## config.mk

```make
export PLATFORM = sky130hd
export DESIGN_NAME = vcpu_maint_ctl
export DESIGN_NICKNAME = d
export VERILOG_FILES = /design/src/design/vcpu_maint_pkg.sv /design/src/design/vcpu_maint_ctl.sv
export VERILOG_INCLUDE_DIRS = /design/src /design/src/design
export SDC_FILE = /design/constraint.sdc
export NUM_CORES = 1
export LEC_CHECK = 0
export BUFFER_PORTS_ARGS = -buffer_cell sky130_fd_sc_hd__buf_4
export CAP_MARGIN = 20
export CORE_AREA = 2 2 149 151
export DETAILED_ROUTE_END_ITERATION = 12
export DIE_AREA = 0 0 151 153
export GPL_TIMING_DRIVEN = 0
export SETUP_SLACK_MARGIN = 0.15
export SYNTH_ARGS = -nofsm -noshare
export SYNTH_HDL_FRONTEND = slang
export SYNTH_SLANG_ARGS = --single-unit
export TNS_END_PERCENT = 30
```

## constraint.sdc

```tcl
create_clock -name clk -period 26.7 [get_ports clk]
set_clock_uncertainty 0.1 [all_clocks]
set_input_delay 6.675 -clock clk [delete_from_list [all_inputs] [get_ports clk]]
set_output_delay 6.675 -clock clk [all_outputs]
set_load 0.01 [all_outputs]
```

## src/design/vcpu_maint_map.svh

```systemverilog
// register map and field positions for the maintenance and vm control block
`ifndef VCPU_MAINT_MAP_SVH
`define VCPU_MAINT_MAP_SVH
`define STAT_GRP1_DIS     7
`define STAT_GRP1_EN      6
`define STAT_GRP0_DIS     5
`define STAT_GRP0_EN      4
`define STAT_NONE_PEND    3
`define STAT_ENTRY_MISS   2
`define STAT_FEW_ENTRIES  1
`define STAT_END_OF_IRQ   0
`define CTL_PMASK_HI      31
`define CTL_PMASK_LO      24
`define CTL_BP0_HI        23
`define CTL_BP0_LO        21
`define CTL_BP1_HI        20
`define CTL_BP1_LO        18
`define CTL_SPLIT_EOI     9
`define CTL_COMMON_BP     4
`define CTL_FAST_ROUTE    3
`define CTL_ACK_CTL       2
`define CTL_GRP1_EN       1
`define CTL_GRP0_EN       0
`define BP_MAX            3'h7
`define BP_ONE            3'h1
`define PRIO_RESET        8'h00
`define ID_SPURIOUS_GRP1  10'h3_FE
`define STATE_INACTIVE    2'h0
`define STATE_PENDING_BIT 0
`endif

```

## src/design/vcpu_maint_pkg.sv

```systemverilog
// types shared by the maintenance and vm control block
package vcpu_maint_pkg;
    typedef struct packed {
        logic grp1_disabled_event_en;
        logic grp1_enabled_event_en;
        logic grp0_disabled_event_en;
        logic grp0_enabled_event_en;
        logic none_pending_event_en;
        logic entry_missing_event_en;
        logic few_entries_event_en;
    } event_en_t;

    typedef struct packed {
        logic [7:0] virt_priority_mask;
        logic [2:0] grp0_binary_point;
        logic [2:0] grp1_binary_point;
        logic       split_drop_deactivate_mode;
        logic       common_binary_point;
        logic       grp0_fast_route;
        logic       grp1_ack_control;
        logic       virt_grp1_enable;
        logic       virt_grp0_enable;
    } vm_ctl_t;
endpackage

```

## src/design/vcpu_maint_ctl.sv

```systemverilog
// maintenance status and virtual machine control state
`include "vcpu_maint_map.svh"
module vcpu_maint_ctl #(
    parameter int          NUM_ENTRIES = 16,
    parameter logic [2:0]  PREEMPTION_BIT_COUNT = 3'h4,
    parameter bit          SRE_ALWAYS_ON = 1'b0,
    parameter bit          HYP_IMPLEMENTED = 1'b1
) (
    input  wire logic                    clk,
    input  wire logic                    rst,
    input  wire vcpu_maint_pkg::event_en_t event_en,
    input  wire logic [4:0]              end_miss_counter,
    input  wire logic [NUM_ENTRIES-1:0]  end_of_irq_status,
    input  wire logic [2*NUM_ENTRIES-1:0] list_entry_state,
    input  wire logic [NUM_ENTRIES-1:0]  list_entry_from_packet,
    input  wire logic                    hyp_enabled,
    input  wire logic                    at_top_level,
    input  wire logic                    ctl_write,
    input  wire logic                    ctl_write_secure,
    input  wire logic [63:0]             ctl_wdata,
    input  wire logic                    view_bp1_write,
    input  wire logic [2:0]              view_bp1_wdata,
    input  wire logic                    pend_valid,
    input  wire logic [7:0]              pend_priority,
    input  wire logic                    pend_grp1,
    input  wire logic [9:0]              pend_id,
    input  wire logic                    end_write,
    input  wire logic                    deact_write,
    output logic [63:0]                  status_rdata,
    output logic [31:0]                  status_rdata32,
    output logic [63:0]                  ctl_rdata,
    output logic [31:0]                  ctl_rdata32,
    output logic [2:0]                   view_bp1_rdata,
    output logic                         maint_irq,
    output logic                         virt_irq,
    output logic                         virt_fiq,
    output logic [9:0]                   ack_id,
    output logic                         drop_priority,
    output logic                         deactivate
);
    if (NUM_ENTRIES < 1 || NUM_ENTRIES > 16)
    begin : g_bad_entries
        $error("NUM_ENTRIES out of range");
    end
    if (PREEMPTION_BIT_COUNT > 3'h6)
    begin : g_bad_preempt
        $error("PREEMPTION_BIT_COUNT out of range");
    end

    // ------------------------------------------------------------
    // binary point minimums
    // ------------------------------------------------------------
    localparam logic [2:0] BP0_MIN = `BP_MAX - PREEMPTION_BIT_COUNT;
    localparam logic [2:0] BP1_MIN_NS =
        (BP0_MIN == `BP_MAX) ? `BP_MAX : BP0_MIN + `BP_ONE;

    // ------------------------------------------------------------
    // maintenance status
    // ------------------------------------------------------------
    logic [7:0] status;
    logic [7:0] next_status;
    logic       any_pending;
    logic [4:0] valid_count;
    vcpu_maint_pkg::vm_ctl_t ctl;
    vcpu_maint_pkg::vm_ctl_t next_ctl;

    always_comb
    begin
        any_pending = 1'b0;
        valid_count = 5'h0;
        for (int i = 0; i < NUM_ENTRIES; i++)
        begin
            if (!list_entry_from_packet[i])
            begin
                if (list_entry_state[2*i+`STATE_PENDING_BIT])
                    any_pending = 1'b1;
                if (list_entry_state[2*i +: 2] != `STATE_INACTIVE)
                    valid_count = valid_count + 5'h1;
            end
        end
        next_status = 8'h00;
        next_status[`STAT_GRP1_DIS] = event_en.grp1_disabled_event_en
            & ~ctl.virt_grp1_enable;
        next_status[`STAT_GRP1_EN] = event_en.grp1_enabled_event_en
            & ctl.virt_grp1_enable;
        next_status[`STAT_GRP0_DIS] = event_en.grp0_disabled_event_en
            & ~ctl.virt_grp0_enable;
        next_status[`STAT_GRP0_EN] = event_en.grp0_enabled_event_en
            & ctl.virt_grp0_enable;
        next_status[`STAT_NONE_PEND] = event_en.none_pending_event_en
            & ~any_pending;
        next_status[`STAT_ENTRY_MISS] = event_en.entry_missing_event_en
            & (end_miss_counter != 5'h0);
        next_status[`STAT_FEW_ENTRIES] = event_en.few_entries_event_en
            & (valid_count <= 5'h1);
        next_status[`STAT_END_OF_IRQ] = |end_of_irq_status;
        if (!hyp_enabled)
            next_status = 8'h00;
    end

    always_ff @(posedge clk)
    begin
        if (rst)
            status <= 8'h00;
        else
            status <= next_status;
    end

    // ------------------------------------------------------------
    // control register
    // ------------------------------------------------------------
    always_comb
    begin
        next_ctl = ctl;
        if (ctl_write && HYP_IMPLEMENTED)
        begin
            next_ctl.virt_priority_mask =
                ctl_wdata[`CTL_PMASK_HI:`CTL_PMASK_LO];
            next_ctl.grp0_binary_point =
                (ctl_wdata[`CTL_BP0_HI:`CTL_BP0_LO] < BP0_MIN) ?
                BP0_MIN : ctl_wdata[`CTL_BP0_HI:`CTL_BP0_LO];
            if (ctl_write_secure)
                next_ctl.grp1_binary_point =
                    (ctl_wdata[`CTL_BP1_HI:`CTL_BP1_LO] < BP0_MIN) ?
                    BP0_MIN : ctl_wdata[`CTL_BP1_HI:`CTL_BP1_LO];
            else
                next_ctl.grp1_binary_point =
                    (ctl_wdata[`CTL_BP1_HI:`CTL_BP1_LO] < BP1_MIN_NS) ?
                    BP1_MIN_NS : ctl_wdata[`CTL_BP1_HI:`CTL_BP1_LO];
            next_ctl.split_drop_deactivate_mode =
                ctl_wdata[`CTL_SPLIT_EOI];
            next_ctl.common_binary_point = ctl_wdata[`CTL_COMMON_BP];
            next_ctl.grp0_fast_route =
                SRE_ALWAYS_ON | ctl_wdata[`CTL_FAST_ROUTE];
            next_ctl.grp1_ack_control =
                ~SRE_ALWAYS_ON & ctl_wdata[`CTL_ACK_CTL];
            next_ctl.virt_grp1_enable = ctl_wdata[`CTL_GRP1_EN];
            next_ctl.virt_grp0_enable = ctl_wdata[`CTL_GRP0_EN];
        end
        else if (view_bp1_write && !ctl.common_binary_point)
        begin
            next_ctl.grp1_binary_point = (view_bp1_wdata < BP1_MIN_NS) ?
                BP1_MIN_NS : view_bp1_wdata;
        end
    end

    always_ff @(posedge clk)
    begin
        if (rst)
        begin
            ctl <= '0;
            ctl.virt_priority_mask <= `PRIO_RESET;
            ctl.grp0_binary_point <= BP0_MIN;
            ctl.grp1_binary_point <= BP1_MIN_NS;
            ctl.grp0_fast_route <= SRE_ALWAYS_ON;
        end
        else
            ctl <= next_ctl;
    end

    // ------------------------------------------------------------
    // outputs
    // ------------------------------------------------------------
    logic [63:0] ctl_word;
    logic [2:0]  bp1_view;
    logic        sig_ok;

    always_comb
    begin
        ctl_word = 64'h0000_0000_0000_0000;
        ctl_word[`CTL_PMASK_HI:`CTL_PMASK_LO] = ctl.virt_priority_mask;
        ctl_word[`CTL_BP0_HI:`CTL_BP0_LO] = ctl.grp0_binary_point;
        ctl_word[`CTL_BP1_HI:`CTL_BP1_LO] = ctl.grp1_binary_point;
        ctl_word[`CTL_SPLIT_EOI] = ctl.split_drop_deactivate_mode;
        ctl_word[`CTL_COMMON_BP] = ctl.common_binary_point;
        ctl_word[`CTL_FAST_ROUTE] = ctl.grp0_fast_route;
        ctl_word[`CTL_ACK_CTL] = ctl.grp1_ack_control;
        ctl_word[`CTL_GRP1_EN] = ctl.virt_grp1_enable;
        ctl_word[`CTL_GRP0_EN] = ctl.virt_grp0_enable;
        if (!HYP_IMPLEMENTED && at_top_level)
            ctl_word = 64'h0000_0000_0000_0000;
        if (ctl.common_binary_point)
            bp1_view = (ctl.grp0_binary_point == `BP_MAX) ? `BP_MAX :
                ctl.grp0_binary_point + `BP_ONE;
        else
            bp1_view = ctl.grp1_binary_point;
        sig_ok = hyp_enabled && pend_valid
            && (pend_priority < ctl.virt_priority_mask)
            && (pend_grp1 ? ctl.virt_grp1_enable : ctl.virt_grp0_enable);
    end

    always_ff @(posedge clk)
    begin
        if (rst)
        begin
            status_rdata   <= 64'h0000_0000_0000_0000;
            status_rdata32 <= 32'h0000_0000;
            ctl_rdata      <= 64'h0000_0000_0000_0000;
            ctl_rdata32    <= 32'h0000_0000;
            view_bp1_rdata <= 3'h0;
            maint_irq      <= 1'b0;
            virt_irq       <= 1'b0;
            virt_fiq       <= 1'b0;
            ack_id         <= 10'h000;
            drop_priority  <= 1'b0;
            deactivate     <= 1'b0;
        end
        else
        begin
            status_rdata   <= {56'h0, status};
            status_rdata32 <= {24'h0, status};
            ctl_rdata      <= ctl_word;
            ctl_rdata32    <= ctl_word[31:0];
            view_bp1_rdata <= bp1_view;
            maint_irq      <= |status;
            virt_irq <= sig_ok && (pend_grp1 || !ctl.grp0_fast_route);
            virt_fiq <= sig_ok && !pend_grp1 && ctl.grp0_fast_route;
            ack_id <= (pend_grp1 && !ctl.grp1_ack_control) ?
                `ID_SPURIOUS_GRP1 : pend_id;
            drop_priority  <= end_write && hyp_enabled;
            deactivate <= hyp_enabled && ((end_write &&
                !ctl.split_drop_deactivate_mode) || (deact_write &&
                ctl.split_drop_deactivate_mode));
        end
    end
endmodule // vcpu_maint_ctl

```

# Yosys cells after proc, flatten, opt, wreduce, memory -nomap -nowiden

Index checks and enable logic that the tools add are counted.

Bits in registers: 210
Input bits: 172
Output and inout bits: 210
Word-level logic and storage cells: 174

$add $sub $neg: 16
$lt $le $gt $ge: 6
Equality and inequality tests: 1
Muxes and demuxes: 75
Bitwise operators: 11
Reduce and logical (&&, ||, !) cells: 41

Operators by type and width:

| cell                                                                   | count |
|---|---|
| 5-bit 2-to-1 mux                                                       | 31 |
| 5-bit by 1-bit adder with 5-bit output (second input constant)         | 15 |
| 1-bit 2-to-1 mux                                                       | 34 |
| 2-bit nonzero test                                                     | 17 |
| 3-bit 2-to-1 mux                                                       | 9 |
| 16-bit OR reduction                                                    | 1 |
| 1-bit logical AND                                                      | 12 |
| 10-bit 2-to-1 mux                                                      | 1 |
| 8-bit < comparator                                                     | 1 |
| 8-bit OR reduction                                                     | 1 |
| 1-bit bitwise AND                                                      | 7 |
| 3-bit by 2-bit < comparator with 1-bit output (second input constant)  | 2 |
| 3-bit < comparator (second input constant)                             | 2 |
| 5-bit by 1-bit <= comparator with 1-bit output (second input constant) | 1 |
| 1-bit zero test                                                        | 5 |
| 5-bit nonzero test                                                     | 1 |
| 1-bit NOT                                                              | 4 |
| 2-bit OR reduction                                                     | 2 |
| 3-bit by 1-bit adder with 3-bit output (second input constant)         | 1 |
| 3-bit == test (second input constant)                                  | 1 |
| 1-bit logical OR                                                       | 2 |

# Depth between registers and ports, before layout

Word-level depth: 50
Gate-level depth with buffers: 51
Mapped depth without buffers: 51

# Worst setup path before layout

Ideal clock, no wire load.

Path type: input-to-reg
From: input port list_entry_state[2]
To: register status[1]
Library setup time: 72 ps
Data arrival time: 15477 ps
Required time: 26528 ps
Slack: 11051 ps
Cell stages on the path: 51
Buffers on the path: 0
Path through: or2_2 ha_1 mux2_2 ha_1 nor2b_1 a22o_1 ha_1 nor2_1 nor2_1 ha_1 nand2_1 nand2_1 ha_1 nand2_1 o21ai_0 or2_2 ha_1 nor2_1 [15 not listed] ha_1 nor2_1 nor2_1 ha_1 nand2_1 o31ai_1 ha_1 mux2i_1 inv_1 ha_1 nand2_1 o21ai_0 ha_1 inv_1 o211a_1 nand2_1 or4_1 mux2i_1

Longest elaborated chain between the ends: 47

Ends and longest elaborated chain:

| what                                             | RTL line              | text |
|---|---|---|
| start, declared                                  | vcpu_maint_ctl.sv:14  | `input wire logic [2*NUM_ENTRIES-1:0] list_entry_state,` |
| 2-bit nonzero test (no line) *                   | --                    |  |
| 5-bit 2-to-1 mux *                               | vcpu_maint_ctl.sv:77  | `` if (list_entry_state[2*i +: 2] != `STATE_INACTIVE) `` |
| 5-bit 2-to-1 mux *                               | vcpu_maint_ctl.sv:73  | `if (!list_entry_from_packet[i])` |
| 5-bit by 1-bit adder with 5-bit output           | vcpu_maint_ctl.sv:78  | `valid_count = valid_count + 5'h1;` |
| 5-bit 2-to-1 mux                                 | vcpu_maint_ctl.sv:77  |  |
| 5-bit 2-to-1 mux *                               | vcpu_maint_ctl.sv:73  |  |
| 5-bit by 1-bit adder with 5-bit output           | vcpu_maint_ctl.sv:78  |  |
| 5-bit 2-to-1 mux                                 | vcpu_maint_ctl.sv:77  |  |
| [31 not listed]                                  | --                    |  |
| 5-bit by 1-bit adder with 5-bit output           | vcpu_maint_ctl.sv:78  |  |
| 5-bit 2-to-1 mux                                 | vcpu_maint_ctl.sv:77  |  |
| 5-bit 2-to-1 mux *                               | vcpu_maint_ctl.sv:73  |  |
| 5-bit by 1-bit adder with 5-bit output           | vcpu_maint_ctl.sv:78  |  |
| 5-bit 2-to-1 mux                                 | vcpu_maint_ctl.sv:77  |  |
| 5-bit 2-to-1 mux *                               | vcpu_maint_ctl.sv:73  |  |
| 5-bit by 1-bit <= comparator with 1-bit output * | vcpu_maint_ctl.sv:95  | `& (valid_count <= 5'h1);` |
| 1-bit bitwise AND *                              | vcpu_maint_ctl.sv:95  |  |
| end signal, assigned                             | vcpu_maint_ctl.sv:106 | `status <= next_status;` |
| end, declared                                    | vcpu_maint_ctl.sv:60  | `logic [7:0] status;` |

Every way passes the cells marked *; elsewhere a longest branch is shown, timed or not.
A chain may end at the register's enable or synchronous reset.

# Worst setup path in the final report

Same ends and word-level chain as after synthesis.

==> impl_metrics.prom <==
# TYPE chip_impl_metric gauge
chip_impl_info{name="status",value="finished, final reports clean"} 1
chip_impl_metric{name="finalCriticalPeriod",unit="ns"} 16.48
chip_impl_metric{name="antenna_viol_nets_final",unit=""} 0
chip_impl_metric{name="multiInputGateArea",unit="um2"} 3420
chip_impl_metric{name="io_buffer_count",unit=""} 198
chip_impl_metric{name="global_route_wire_length_before_repair",unit="um"} 23200
chip_impl_metric{name="cp_max_fo",unit=""} 5
chip_impl_metric{name="drc",unit=""} 0
chip_impl_metric{name="die_height",unit="um"} 153
chip_impl_metric{name="pwr_density_cell",unit="nW/um2"} 56.3
chip_impl_metric{name="placeableCoreArea",unit="um2"} 21500
chip_impl_metric{name="post_synth_inst_count",unit=""} 680
chip_impl_info{name="synth_most_common_cell",value="buf_4"} 1
chip_impl_metric{name="routabilityCongestion",unit=""} 0.807
chip_impl_metric{name="boundaryPins",unit=""} 382
chip_impl_info{name="hold_end",value="ctl_rdata32[25]"} 1
chip_impl_metric{name="grt_pass1_vias",unit=""} 4654
chip_impl_metric{name="drt_first_pass_iters",unit=""} 6
chip_impl_metric{name="cts_repair_resize_count",unit=""} 0
chip_impl_info{name="timing.rr.start",value="ctl[13]"} 1
chip_impl_info{name="crit_path_start_kind",value="input pin"} 1
chip_impl_metric{name="stdcell_count",unit=""} 1309
chip_impl_info{name="critical_path_class",value="input pin to flip-flop"} 1
chip_impl_metric{name="grt_overflow",unit=""} 0
chip_impl_metric{name="dp_hpwl",unit="um"} 13400
chip_impl_metric{name="arrival",unit="ns"} 16.63
chip_impl_metric{name="syn2layout_area_growth",unit="%"} 45.6
chip_impl_info{name="worst_path_max_delay_cell",value="or4_1"} 1
chip_impl_metric{name="setup-violations-final",unit=""} 0
chip_impl_metric{name="cts-buffers-inserted",unit=""} 9
chip_impl_info{name="worst_reg2reg_endpoint",value="virt_fiq"} 1
chip_impl_metric{name="synth_enable_flop_cells",unit=""} 0
chip_impl_metric{name="synth.cell_area",unit="um2"} 5810
chip_impl_info{name="synth_area_leaders",value="dfxtp_1 26%, buf_4 21%, nor2_1 5.0%, ha_1 5.0%, mux2i_1 4.7%"} 1
chip_impl_metric{name="ys_async_sr_fraction",unit=""} 0
chip_impl_info{name="hold_path.startpoint",value="ctl[13]"} 1
chip_impl_info{name="critical_path.endpoint_type",value="flip-flop"} 1
chip_impl_metric{name="yosysWarnings",unit=""} 0
chip_impl_metric{name="max_freq",unit="GHz"} 0.0607
chip_impl_info{name="hold_class",value="flip-flop to flip-flop"} 1
chip_impl_metric{name="tightestPinTransition",unit="ns"} 0.708
chip_impl_metric{name="ys_types",unit=""} 70
chip_impl_metric{name="initialDrtViolationCount",unit=""} 189
chip_impl_metric{name="seqCellArea",unit="um2"} 1480
chip_impl_info{name="root_buffer",value="clkbuf_16"} 1
chip_impl_metric{name="synth_sequential_area_ratio",unit=""} 0.255
chip_impl_metric{name="floorplan.die_area",unit="um2"} 23100
chip_impl_metric{name="floorplan_row_count",unit=""} 54
chip_impl_metric{name="post_route_cells_drive_above_1_share",unit=""} 0.410
chip_impl_metric{name="timing.reg2reg.setup_slack",unit="ns"} 24.66
chip_impl_metric{name="start_util",unit=""} 0.270
chip_impl_metric{name="min_period_over_period",unit=""} 0.617
chip_impl_metric{name="worst_hold_path.num_cells",unit=""} 2
chip_impl_metric{name="insertedDiodeCount",unit=""} 0
chip_impl_metric{name="wirelength",unit="um"} 15500
chip_impl_metric{name="finalHoldViolations",unit=""} 0
chip_impl_metric{name="slew_headroom",unit=""} 0.528
chip_impl_metric{name="post_cts_buffers",unit=""} 0
chip_impl_metric{name="power.leakage",unit="nW"} 4.40
chip_impl_metric{name="viasPerCell",unit=""} 3.88
chip_impl_metric{name="grtUsageTotal",unit=""} 0.127
chip_impl_metric{name="path_clk_slew",unit="ns"} 0.06
chip_impl_metric{name="finalPower",unit="W"} 0.000476
chip_impl_metric{name="count_of_h_tree_levels_built_during_cts",unit=""} 3
chip_impl_metric{name="pin_count_of_the_biggest_net_entering_global_routing",unit=""} 14
chip_impl_metric{name="rr_worst_depth",unit=""} 12
chip_impl_info{name="rsz0062_at_grt",value="false"} 1
chip_impl_metric{name="crit_path_max_incr_delay",unit="ns"} 0.39
chip_impl_metric{name="slew_viol_final",unit=""} 0
chip_impl_metric{name="totalNegativeSetupSlack",unit="ns"} 0
chip_impl_metric{name="chipWidth",unit="um"} 151
chip_impl_info{name="tritoncts_clock_tree",value="done"} 1
chip_impl_metric{name="netlist.area_leader.share",unit=""} 0.255
chip_impl_metric{name="fillers",unit=""} 2226
chip_impl_metric{name="cts_buffer_depth",unit=""} 2
chip_impl_info{name="path_common_cell",value="ha_1"} 1
chip_impl_info{name="primary_ff_master_synth",value="dfxtp_1"} 1
chip_impl_metric{name="layout.nets",unit=""} 1219
chip_impl_metric{name="cts_hold_buffers",unit=""} 0
chip_impl_metric{name="vias",unit=""} 5080
chip_impl_metric{name="yosys_register_bits",unit=""} 74
chip_impl_metric{name="routedWlPerCell",unit="um"} 11.8
chip_impl_metric{name="clock_sink_count",unit=""} 74
chip_impl_metric{name="cap_viol_max_count",unit=""} 0
chip_impl_metric{name="worst_skew_pair.late_latency",unit="ns"} 0.33
chip_impl_metric{name="antenna_found_initial",unit=""} 0
chip_impl_metric{name="required",unit="ns"} 26.85
chip_impl_metric{name="avgSynthCellArea",unit="um2"} 8.54
chip_impl_info{name="yosysTopAreaCell",value="dfxtp_1"} 1
chip_impl_info{name="synth_top_cells_by_count",value="165 x buf_4, 78 x nor2_1, 74 x dfxtp_1, 33 x inv_1, 33 x nand2_1"} 1
chip_impl_metric{name="max-vdd-ir-drop",unit="mV"} 0.0274
chip_impl_metric{name="place.detailed.instances",unit=""} 1293
[how the worst max path moves through the flow]
stage / slack (ns) / from / cells after the start / to
after floorplan: 11.05 / list_entry_state[2] / 51 / status[1]
after global placement: 10.01 / list_entry_state[2] / 52 / status[1]
after detailed placement: 9.91 / list_entry_state[2] / 52 / status[1]
after CTS: 10.22 / list_entry_state[2] / 52 / status[1]
after global routing: 9.43 / list_entry_state[2] / 52 / status[1]
final: 10.22 / list_entry_state[2] / 52 / status[1]
[cell usage in the layout (no fill, tap or decap), drive strengths merged, types with 6 or more instances in the layout]
master  instances
o22ai           8
clkbuf         19
ha             23
a21oi          17
o21ba           7
o21bai          7
o21ai          14
nor4           10
conb          136
nor3            6
nand2          33
or2            11
nor2           78
xor2            9
buf           366
dfxtp          74
nand2b          7
nor2b          30
nand3          10
mux2i          27
xnor2          25
inv            35
[report_power, final]
part / internal [W] / switching (W) / total [W]
clock: 0.0000749 / 0.0000457 / 0.000121
sequential: 0.000116 / 0.00000312 / 0.000120
combinational: 0.000116 / 0.000120 / 0.000236
total: 0.000307 / 0.000169 / 0.000476
[cell families after synthesis]
group / after synthesis / share of synthesized area
flops: 74 / 0.255
xor+xnor: 39 / 0.0987
mux: 29 / 0.0504
buf+inv: 211 / 0.243
simple gates: 212 / 0.186
other cells: 1 / 0.000646
compound gates: 90 / 0.115
fa+ha+maj: 24 / 0.0513
[per-stage QoR]
stage | setup slack (ns) | hold WS [ns] | cell area (um2) | utilization
final | 10.22 | 0.357 | 8450 | 0.393
after global routing | 9.43 | 0.375 | 8450 | 0.393
after CTS | 10.22 | 0.362 | 8450 | 0.393
after detailed placement | 9.91 | 0.349 | 8150 | 0.379
after global placement | 10.01 | 0.348 | 8150 | 0.379
after floorplan | 11.05 | 0.332 | 6310 | -
[registers in the layout, summed over array words and instances, names as in the netlist, 3 cells and up]
signal,flops
ack_id,10
status,8
ctl_rdata32,20
status_rdata32,8
ctl,20
view_bp1_rdata,3
[layer usage]
metal  vias up  track usage  routed length (um)
met1      2249        0.140                5920
li1       2669            -                   -
met2       151        0.247                8390
met3        11       0.0194                 963
met5         -            0                   0
met4         0       0.0360                 188
[cell type report]
class,count,area share
Buffer,177,0.152
Multi-Input combinational cell,530,0.404
Tap cell,280,0.0414
Sequential cell,74,0.175
Timing Repair Buffer,198,0.176
Clock inverter,6,0.00770
Inverter,34,0.0154
Clock buffer,10,0.0283
[worst max-delay path, delay by kind of cell]
family,cells,cell delay (ns)
AOI/OAI and AO/OA,8,1.50
adders and majority gates,15,4.43
buffers and inverters,4,0.33
muxes,3,0.75
and+or+nand+nor,22,2.94
Power figures use the tool's default switching activity.
